--- config.mk ---
export PLATFORM = sky130hd
export DESIGN_NAME = spio_ports
export DESIGN_NICKNAME = d
export VERILOG_FILES = /design/src/rtl/spio_pkg.sv /design/src/rtl/spio_sync.sv /design/src/rtl/spio_ports.sv
export SDC_FILE = /design/constraint.sdc
export NUM_CORES = 1
export LEC_CHECK = 0
export BUFFER_PORTS_ARGS = -buffer_cell sky130_fd_sc_hd__clkbuf_2
export CAP_MARGIN = 20
export CORE_UTILIZATION = 50
export CTS_CLUSTER_SIZE = 8
export DETAILED_ROUTE_END_ITERATION = 8
export PLACE_DENSITY = 0.74
export SLEW_MARGIN = 15
export SYNTH_ARGS = -nofsm -noshare
export SYNTH_HDL_FRONTEND = slang
export SYNTH_SLANG_ARGS = --single-unit
--- constraint.sdc ---
create_clock -name sys_clk_i -period 2 [get_ports sys_clk_i]
set_input_delay 0.3 -clock sys_clk_i [delete_from_list [all_inputs] [get_ports sys_clk_i]]
set_output_delay 0.3 -clock sys_clk_i [all_outputs]
set_load 0.05 [all_outputs]
--- src/rtl/spio_pkg.sv ---
// Package with register map, field positions and reset values for the shared-pin ports C, D, E.
package spio_pkg;

    // ------------------------------------------------------------------
    // Register bus
    // ------------------------------------------------------------------
    localparam int ADDR_W = 4;
    localparam logic [ADDR_W-1:0] PORT_C_DATA_OFS = 4'h2;
    localparam logic [ADDR_W-1:0] PORT_D_DATA_OFS = 4'h3;
    localparam logic [ADDR_W-1:0] PORT_C_DIR_OFS  = 4'h6;
    localparam logic [ADDR_W-1:0] PORT_D_DIR_OFS  = 4'h7;
    localparam logic [ADDR_W-1:0] PORT_E_DATA_OFS = 4'h8;
    localparam logic [ADDR_W-1:0] PORT_E_DIR_OFS  = 4'hc;

    // ------------------------------------------------------------------
    // Field positions and widths
    // ------------------------------------------------------------------
    localparam int PORT_C_W          = 6;
    localparam int SYSCLK_OUT_EN_BIT = 7;
    localparam int PORT_C_CLK_PIN    = 2;
    localparam int ADC_PIN_CNT       = 7;
    localparam int TA_CLK_PIN        = 6;
    localparam int TB_CLK_PIN        = 4;

    // ------------------------------------------------------------------
    // Reset values
    // ------------------------------------------------------------------
    localparam logic [7:0] DIR_RST  = 8'h00;
    localparam logic [7:0] DATA_RST = 8'h00;

endpackage : spio_pkg

--- src/rtl/spio_sync.sv ---
// Two-flip-flop synchroniser for a bank of pin inputs.
`timescale 1ns/1ps
`default_nettype none
module spio_sync #(
    parameter int W = 8
) (
    input  wire logic         sys_clk_i,
    input  wire logic         rst_i,
    input  wire logic         clk_en_i,
    input  wire logic [W-1:0] async_i,
    output logic      [W-1:0] sync_o
);
    logic [W-1:0] stage1_reg;

    // ------------------------------------------------------------------
    // Sync chain
    // ------------------------------------------------------------------
    // The first stage feeds only the second, so metastability never reaches logic.
    always_ff @(posedge sys_clk_i) begin
        if (rst_i) begin
            stage1_reg <= '0;
            sync_o     <= '0;
        end else if (clk_en_i) begin
            stage1_reg <= async_i;
            sync_o     <= stage1_reg;
        end
    end
endmodule : spio_sync
`default_nettype wire

--- src/rtl/spio_ports.sv ---
// Pin multiplexing, data latches and direction registers for ports C, D and E.
// Ports C, D and E lend their pins to the system clock output, converter
// inputs, timer pins and both serial interfaces. Ownership takes the drive
// away from the direction bits; reads follow them, except owned port D input bits and the enabled clock pin read zero.
//
// The implementer's own choice: the plain strobed port.
`timescale 1ns/1ps
`default_nettype none
module spio_ports
    import spio_pkg::*;
(
    input  wire logic              sys_clk_i,
    input  wire logic              rst_i,
    input  wire logic              clk_en_i,
    // Register port.
    input  wire logic [ADDR_W-1:0] addr_i,
    input  wire logic [7:0]        wdata_i,
    input  wire logic              wr_i,
    input  wire logic              rd_i,
    output logic      [7:0]        rdata_o,
    // Pins.
    input  wire logic [5:0]        port_c_pin_i,
    output logic      [5:0]        port_c_pin_o,
    output logic      [5:0]        port_c_pin_oe_n_o,
    input  wire logic [7:0]        port_d_pin_i,
    output logic      [7:0]        port_d_pin_o,
    output logic      [7:0]        port_d_pin_oe_n_o,
    input  wire logic [7:0]        port_e_pin_i,
    output logic      [7:0]        port_e_pin_o,
    output logic      [7:0]        port_e_pin_oe_n_o,
    // Peripheral selects.
    input  wire logic [6:0]        adc_channel_pin_i,
    input  wire logic              timer_a_ext_clock_sel_i,
    input  wire logic              timer_b_ext_clock_sel_i,
    input  wire logic [1:0]        timer_a_channel_pin_en_i,
    input  wire logic [1:0]        timer_a_channel_out_i,
    input  wire logic [1:0]        timer_a_channel_oe_i,
    input  wire logic              serial_periph_enable_i,
    input  wire logic              serial_periph_master_sel_i,
    input  wire logic              spi_sck_out_i,
    input  wire logic              spi_mosi_out_i,
    input  wire logic              spi_miso_out_i,
    input  wire logic              spi_miso_oe_i,
    input  wire logic              async_serial_enable_i,
    input  wire logic              async_serial_txd_i,
    // Synchronised pin levels towards the peripherals.
    output logic      [7:0]        port_d_level_o,
    output logic      [7:0]        port_e_level_o
);

    // ------------------------------------------------------------------
    // Registers and synchronised pins
    // ------------------------------------------------------------------
    // All state below freezes while the clock enable is low.
    // Port C has six pins, so its latch and directions are six bits wide.
    logic [5:0] port_c_data_latch_reg;
    logic [5:0] port_c_direction_reg;
    logic       sysclk_out_enable_reg;
    logic [7:0] port_d_data_latch_reg;
    logic [7:0] port_d_direction_reg;
    logic [7:0] port_e_data_latch_reg;
    logic [7:0] port_e_direction_reg;
    // Pin images after the two-flop synchronisers.
    logic [5:0] c_sync;
    logic [7:0] d_sync;
    logic [7:0] e_sync;
    // Combinational helpers for the read mux and the pin drivers.
    logic [7:0] rdata_next;
    logic [7:0] d_own;
    logic [7:0] e_own;
    logic [7:0] e_drv;
    logic [7:0] e_val;
    // Divider state for the clock output on port C pin 2.
    logic       clk_div_reg;

    // Every pin passes two flip-flops before the read mux sees it; port D and E pins pass three before a peripheral does.
    // The price is two cycles of latency on every pin read.
    spio_sync #(.W(6)) u_sync_c (
        .sys_clk_i (sys_clk_i),
        .rst_i     (rst_i),
        .clk_en_i  (clk_en_i),
        .async_i   (port_c_pin_i),
        .sync_o    (c_sync)
    );
    spio_sync #(.W(8)) u_sync_d (
        .sys_clk_i (sys_clk_i),
        .rst_i     (rst_i),
        .clk_en_i  (clk_en_i),
        .async_i   (port_d_pin_i),
        .sync_o    (d_sync)
    );
    spio_sync #(.W(8)) u_sync_e (
        .sys_clk_i (sys_clk_i),
        .rst_i     (rst_i),
        .clk_en_i  (clk_en_i),
        .async_i   (port_e_pin_i),
        .sync_o    (e_sync)
    );

    // ------------------------------------------------------------------
    // Data latches
    // ------------------------------------------------------------------
    // Latches keep the written value whatever the direction, so software can
    // preload a level before it turns a pin into an output.
    // latch always written
    always_ff @(posedge sys_clk_i) begin
        if (rst_i) begin
            port_c_data_latch_reg <= DATA_RST[5:0];
            port_d_data_latch_reg <= DATA_RST;
            port_e_data_latch_reg <= DATA_RST;
        end else if (clk_en_i && wr_i) begin
            if (addr_i == PORT_C_DATA_OFS) port_c_data_latch_reg <= wdata_i[5:0];
            if (addr_i == PORT_D_DATA_OFS) port_d_data_latch_reg <= wdata_i;
            if (addr_i == PORT_E_DATA_OFS) port_e_data_latch_reg <= wdata_i;
        end
    end

    // ------------------------------------------------------------------
    // Direction registers
    // ------------------------------------------------------------------
    // The clock-out enable shares its address with the port C directions.
    // Bit 6 of that address has no storage and reads zero.
    // reset clears directions
    always_ff @(posedge sys_clk_i) begin
        if (rst_i) begin
            port_c_direction_reg  <= DIR_RST[5:0];
            sysclk_out_enable_reg <= 1'b0;
            port_d_direction_reg  <= DIR_RST;
            port_e_direction_reg  <= DIR_RST;
        end else if (clk_en_i && wr_i) begin
            if (addr_i == PORT_C_DIR_OFS) begin
                port_c_direction_reg  <= wdata_i[5:0];
                sysclk_out_enable_reg <= wdata_i[SYSCLK_OUT_EN_BIT];
            end
            if (addr_i == PORT_D_DIR_OFS) port_d_direction_reg <= wdata_i;
            if (addr_i == PORT_E_DIR_OFS) port_e_direction_reg <= wdata_i;
        end
    end

    // ------------------------------------------------------------------
    // Read data
    // ------------------------------------------------------------------
    // Port D pins owned by the ADC or a timer clock; direction bits stop steering their drive.
    // The converter select is a level from the converter, held as long as it owns the pin.
    assign d_own = {1'b0, adc_channel_pin_i}
                 | ({7'h00, timer_a_ext_clock_sel_i} << TA_CLK_PIN)
                 | ({7'h00, timer_b_ext_clock_sel_i} << TB_CLK_PIN);

    // Port E ownership per pin.
    // Slave select belongs to the serial peripheral only in slave mode; the
    // timer channels follow their own pin enables.
    // slave select owned only in slave mode
    assign e_own = {{3{serial_periph_enable_i}},
                    serial_periph_enable_i & ~serial_periph_master_sel_i,
                    timer_a_channel_pin_en_i,
                    {2{async_serial_enable_i}}};

    // Owned port E pins still read through their direction bits; owned port D pins read the
    // latch where output and zero where input. Unmapped addresses read zero so holes never leak state.
    // latch or pin by direction
    always_comb begin
        rdata_next = 8'h00;
        case (addr_i)
            PORT_C_DATA_OFS: begin
                for (int i = 0; i < PORT_C_W; i++) begin
                    rdata_next[i] = port_c_direction_reg[i] ? port_c_data_latch_reg[i] : c_sync[i];
                end
                if (sysclk_out_enable_reg) rdata_next[PORT_C_CLK_PIN] = 1'b0;
            end
            PORT_D_DATA_OFS: begin
                for (int i = 0; i < 8; i++) begin
                    if (d_own[i])
                        rdata_next[i] = port_d_direction_reg[i] & port_d_data_latch_reg[i];
                    else
                        rdata_next[i] = port_d_direction_reg[i] ? port_d_data_latch_reg[i]
                                                                : d_sync[i];
                end
            end
            PORT_E_DATA_OFS: begin
                for (int i = 0; i < 8; i++) begin
                    rdata_next[i] = port_e_direction_reg[i] ? port_e_data_latch_reg[i] : e_sync[i];
                end
            end
            PORT_C_DIR_OFS: rdata_next = {sysclk_out_enable_reg, 1'b0, port_c_direction_reg};
            PORT_D_DIR_OFS: rdata_next = port_d_direction_reg;
            PORT_E_DIR_OFS: rdata_next = port_e_direction_reg;
            default:        rdata_next = 8'h00;
        endcase
    end

    // Read data stand only in the cycle after the strobe.
    // Returning zero outside a read keeps a shared read bus quiet.
    always_ff @(posedge sys_clk_i) begin
        if (rst_i) begin
            rdata_o <= 8'h00;
        end else if (clk_en_i) begin
            rdata_o <= rd_i ? rdata_next : 8'h00;
        end
    end

    // ------------------------------------------------------------------
    // Clock output
    // ------------------------------------------------------------------
    // clock onto pin
    // A registered output cannot carry the clock itself, so the pin toggles each
    // edge, giving half the system rate; a true clock mux would break the flop-output rule.
    // Limitation: the pin starts toggling two cycles after the enable is written,
    // and software reads zero on that pin bit while the clock output is enabled.
    always_ff @(posedge sys_clk_i) begin
        if (rst_i) begin
            clk_div_reg <= 1'b0;
        end else if (clk_en_i) begin
            clk_div_reg <= sysclk_out_enable_reg ? ~clk_div_reg : 1'b0;
        end
    end

    // ------------------------------------------------------------------
    // Port E drive values
    // ------------------------------------------------------------------
    // SPI clock out as master
    // serial pins
    // Peripheral output enables per pin; a one lets the owner drive its pin.
    assign e_drv = {serial_periph_master_sel_i,                  // Clock out as master.
                    serial_periph_master_sel_i,                  // Data out as master.
                    spi_miso_oe_i & ~serial_periph_master_sel_i, // Data out as slave.
                    1'b0,                                        // Slave select is input only.
                    timer_a_channel_oe_i,                        // Timer channels.
                    1'b0,                                        // Serial receive is input only.
                    1'b1};                                       // Serial transmit drives.
    // Values the owners put on the pins they drive.
    assign e_val = {spi_sck_out_i,
                    spi_mosi_out_i,
                    spi_miso_out_i,
                    1'b0,
                    timer_a_channel_out_i,
                    1'b0,
                    async_serial_txd_i};

    // ------------------------------------------------------------------
    // Pin drivers
    // ------------------------------------------------------------------
    // direction enables buffer
    // timer clock pin ignores direction
    // Every pin output and enable is registered, so the pins change one cycle
    // after the register write that caused it.
    // Owned port D pins are always released; the converter and timer clock
    // inputs need them undriven.
    always_ff @(posedge sys_clk_i) begin
        if (rst_i) begin
            port_c_pin_o      <= 6'h00;
            port_c_pin_oe_n_o <= 6'h3f;
            port_d_pin_o      <= 8'h00;
            port_d_pin_oe_n_o <= 8'hff;
            port_e_pin_o      <= 8'h00;
            port_e_pin_oe_n_o <= 8'hff;
            port_d_level_o    <= 8'h00;
            port_e_level_o    <= 8'h00;
        end else if (clk_en_i) begin
            port_c_pin_o      <= port_c_data_latch_reg;
            port_c_pin_oe_n_o <= ~port_c_direction_reg;
            if (sysclk_out_enable_reg) begin
                port_c_pin_o[PORT_C_CLK_PIN]      <= clk_div_reg;
                port_c_pin_oe_n_o[PORT_C_CLK_PIN] <= 1'b0;
            end
            port_d_pin_o      <= port_d_data_latch_reg;
            port_d_pin_oe_n_o <= ~(port_d_direction_reg & ~d_own);
            // Port E: the owner decides drive and value pin by pin.
            for (int i = 0; i < 8; i++) begin
                port_e_pin_o[i]      <= e_own[i] ? e_val[i] : port_e_data_latch_reg[i];
                port_e_pin_oe_n_o[i] <= e_own[i] ? ~e_drv[i] : ~port_e_direction_reg[i];
            end
            port_d_level_o <= d_sync;
            port_e_level_o <= e_sync;
        end
    end

endmodule : spio_ports
`default_nettype wire

== Word-level counts from Yosys, hierarchy flattened ==
Cells that the tools add are included.
W data, S select, Z words.

* Output and inout port bits: 68
* Bits of input ports: 62
* Register bits: 158

* Eq/ne operators: 6
* Multiplexer cells: 53
* Bitwise gates (word level): 29
* Reduce and logical (&&, ||, !) cells: 7

{| class="wikitable"
|+ Operators with widths
! kind !! number
|-
| $mux W1 || 50
|-
| $pmux W6 S6 || 1
|-
| $not A1 Y1 || 13
|-
| $reduce_and A2 Y1 || 6
|-
| $and A1 B1 Y1 || 10
|-
| $pmux W2 S5 || 1
|-
| $and A8 B8 Y8 || 1
|-
| $eq A4 B2 Y1 const B || 2
|-
| $eq A4 B3 Y1 const B || 2
|-
| $eq A4 B4 Y1 const B || 2
|-
| $mux W8 || 1
|-
| $not A7 Y8 || 1
|-
| $not A8 Y8 || 1
|-
| $or A7 B5 Y7 || 1
|-
| $or A7 B7 Y7 || 1
|-
| $not A6 Y6 || 1
|-
| $logic_and A1 B1 Y1 || 1
|}

== Depth between registers and ports, before layout ==
* Word-level depth: 5
* Mapped depth: 7
* Gate-level depth less buffers: 4

== Modules after synthesis ==
A second synthesis with hierarchy kept.

* Cells, all modules: 647
* Area, all modules: 6,429.9 µm²

{| class="wikitable"
|+ Modules (own cells, without submodules)
! module !! sequential area each (µm²) !! area each (µm²) !! times used !! cells each
|-
| spio_ports || 2,282.2 || 4,848.4 || 1 || 505
|-
| spio_sync at u_sync_d ... || 320.3 || 580.6 || 2 || 52
|-
| spio_sync at u_sync_c || 240.2 || 420.4 || 1 || 38
|}

== Worst setup path before layout ==
OpenSTA, ideal clock, no wires.

* Path type: input to register
* From: in addr_i[0]
* To: reg rdata_o[0]
* Slack: 0.408 ns
* Stages: 5
* Data required time: 1.927 ns
* Buffers on the path: 1
* Arrival time: 1.519 ns
* Cell sequence: buf_6 > or3b_4 > a211o_4 > a2111o_1 > o211ai_2

* Longest elaborated chain between the ends: 3
* Elaborated cells between the ends (all ways): 8
* Classes of those cells: 6 x eq/ne; 2 x mux

{| class="wikitable"
|+ RTL lines
! element !! RTL line !! source
|-
| start, declared || spio_ports.sv:16 || <nowiki>input wire logic [ADDR_W-1:0] addr_i,</nowiki>
|-
| $eq A4 B4 Y1 (tied with other cells) || spio_ports.sv:163 || <nowiki>case (addr_i)</nowiki>
|-
| $pmux W6 S6 (*) || spio_ports.sv:163 ||
|-
| $mux W8 (*) || spio_ports.sv:197 || <nowiki>rdata_o <= rd_i ? rdata_next : 8'h00;</nowiki>
|-
| end signal, assigned || spio_ports.sv:197 ||
|-
| end, declared || spio_ports.sv:20 || <nowiki>output logic [7:0] rdata_o,</nowiki>
|}

Mark *: on every way between the ends. The rest lies on a longest branch, timed or not.
A chain may end at the register's enable or synchronous reset.

== Worst setup path after layout ==
* From: reg u_sync_d.sync_o[4]
* To: reg rdata_o[4]

* Longest elaborated chain between the ends: 4

{| class="wikitable"
|+ RTL lines
! element !! RTL line !! source
|-
| start, declared || spio_sync.sv:11 || <nowiki>output logic [W-1:0] sync_o</nowiki>
|-
| start signal, assigned || spio_sync.sv:25 || <nowiki>sync_o <= stage1_reg;</nowiki>
|-
| $mux W1 || spio_ports.sv:175 || <nowiki>rdata_next[i] = port_d_direction_reg[i] ? port_d_data_latch_reg[i]</nowiki>
|-
| $mux W1 || spio_ports.sv:172 || <nowiki>if (d_own[i])</nowiki>
|-
| $pmux W6 S6 || spio_ports.sv:163 ||
|-
| $mux W8 || spio_ports.sv:197 ||
|}

No other way between the ends.

==> reports/metrics.cfg <==
[timing]
max_freq_mhz = 615.4
skew_ps = 5.931
worst_slew_pin_slew_ps = 563.0
hold_viol = 0
setup_viol_count_final = 0
report.final.slew_viol_count = 0
slew_headroom = 0.6238
grt_setup_unrepaired = no
tns_ps = 0
min_period_ps = 1625
finalCritPeriodShare = 0.8125

[placed_design]
place_area_um2 = 7256
gp_congestion = 0.9383
hpwlAfterDp_um = 12730
numPortBuffers = 129

[floorplan]
io_pins = 130
core-area_um2 = 12210
placementRows = 40
die_h_um = 115.0
die_w_um = 115.0
start_util = 0.5228
die_area_um2 = 13230

[cts]
ctsLongestPathBuffers = 2
cts_root_buffer = clkbuf_16
clk_pin_slew_ps = 60
clock_latency_ps = 430
postCtsSetupBuffers = 0
h-tree-depth = 4
cts_tree = done
hold_buffers = 0
cts_made_buffers = 17
clock_sinks = 158
cts_resized = 0

[global_route]
grt_pass1_vias = 5107
grtUsageTotal = 0.2730
antenna_found_initial = 0
grt-ovfl-total = 0
grt_max_degree = 84
grt_first_pass_wirelength_um = 27130

[routing]
via_per_inst = 5.484
drc_errors = 0
wire_per_inst_um = 17.52
drtIter0Drc = 341
wl_met3_um = 975
routed.top_layer = met4
vias = 5440
drt_pass1_iterations = 5
drt-total-wl_um = 17380
wl_met2_um = 8095
wl_met1_um = 7918
antenna_left = 0

[logic_synthesis]
synth-seq-area-share = 0.4954
ys_types = 47
ys_warn_count = 0
synth_top_cells_by_area = dfxtp_1, mux2i_1, nor2_1, o21ai_0, a21oi_1
synth_top_flop_cell = dfxtp_1
synth_area_leader_cell = dfxtp_1
synth.cell_area_um2 = 6385
postSynth.asyncResetShare = 0
synth_top_area_share = 0.4954
synthesis.nets = 748
synth-seq-cells = 158
synth_edf_count = 0
synth.most_common_cell = dfxtp_1
netlist_instances = 686
ys_top_cells_by_count = dfxtp_1, mux2i_1, nor2_1, nand2_1, o21ai_0
syn_avg_cell_area_um2 = 9.307

[setup_path]
max_stage_delay_ps = 660
worst-path-buf-inv = 0
path_depth = 4
r2r_cells = 4
worstSetupStartpointType = flip-flop
path_cells = or4b_2 -> a211oi_1 -> a221oi_1 -> o21ai_0
crit_path_max_fanout = 3
crit_family = simple AND/OR/NAND/NOR gates
cp.arrival_ps = 1980
end_kind = flip-flop
path_class = reg2reg
cp_slowest_cell = or4b_2
cp.required_ps = 2360

[power]
vdd_drop_max_uv = 609.5
powerDensity_nw_per_um2 = 872.6
leakage_nw = 3.205

[worst_hold_path]
hold_path_class = in2reg
min_path_cells = 3

[layout]
drive_gt1_frac = 0.2476
final_cell_area_um2 = 7805
fin_util = 0.6391
antenna_cells = 0
syn_to_final_growth_pct = 22.24
final_nets = 873

[outcome]
status = completed

[run]
drv_cap = 0

kinds of logic after synthesis:
| family | share of synthesized area |
|---|---|
| flops | 0.4954 |
| buf+inv | 0.03469 |
| mux | 0.1681 |
| simple gates | 0.1705 |
| compound gates | 0.1313 |
per-stage QoR:
| stage | total power, mW | cells | hold slack (ps) | setup slack, ps |
|---|---|---|---|---|
| after floorplan | 3.695 | 686 | 391.6 | 408.0 |
| after global placement | 3.886 | 960 | 457.5 | 179.1 |
| after detailed placement | 3.900 | 960 | 464.6 | 141.8 |
| after CTS | 6.848 | 992 | 95.64 | 376.0 |
| after global routing | 7.042 | 992 | 110.6 | 277.0 |
| final | 6.811 | 992 | 107.6 | 375.0 |
path summary, 6_finish.rpt:
kind / to / slack (ps) / startpoint
hold / removal: u_sync_c.stage1_reg[3]$_SDFFE_PP0P_ / 110 / port_c_pin_i[3]
setup / recovery: rdata_o[4]$_SDFFE_PP0P_ / 370 / u_sync_d.sync_o[4]$_SDFFE_PP0P_
hold reg to reg: rdata_o[1]$_SDFFE_PP0P_ / 470 / rdata_o[1]$_SDFFE_PP0P_
setup reg to reg: rdata_o[4]$_SDFFE_PP0P_ / 370 / u_sync_d.sync_o[4]$_SDFFE_PP0P_
per-layer routing:
metal,vias to the layer above,GRT usage
met5,-,0
met4,0,0.1134
met3,33,0.05061
met2,189,0.4378
met1,2565,0.3627
li1,2653,-
worst min-delay path, delay by kind of cell:
family / cells / cell delay (ps)
mux: 1 / 50
simple gates: 1 / 70
buf+inv: 1 / 70
layout by cell type, fill, tap and decap left out, types with 17 or more instances in the layout:
cell and instances:
nor2_1 105, mux2i_1 105, nand2_1 57, a21oi_1 47, o21ai_0 54, nand2b_1 21, clkbuf_2 127, clkbuf_16 17
dfxtp_1 158, buf_4 23
where the power goes:
group          switching [mW]  total [mW]  internal (mW)
sequential             0.0521        3.27           3.22
combinational           0.360       0.565          0.205
clock                    1.34        2.97           1.64
cell type report:
cell class	instances	area [um2]
Fill cell	1062	4407
Tap cell	168	210.2
Inverter	6	22.52
Timing Repair Buffer	153	859.6
Clock buffer	18	439.2
Clock inverter	14	110.1
Sequential cell	158	3163
Multi-Input combinational cell	475	3000
No activity file was read; power rests on OpenSTA's default activity.
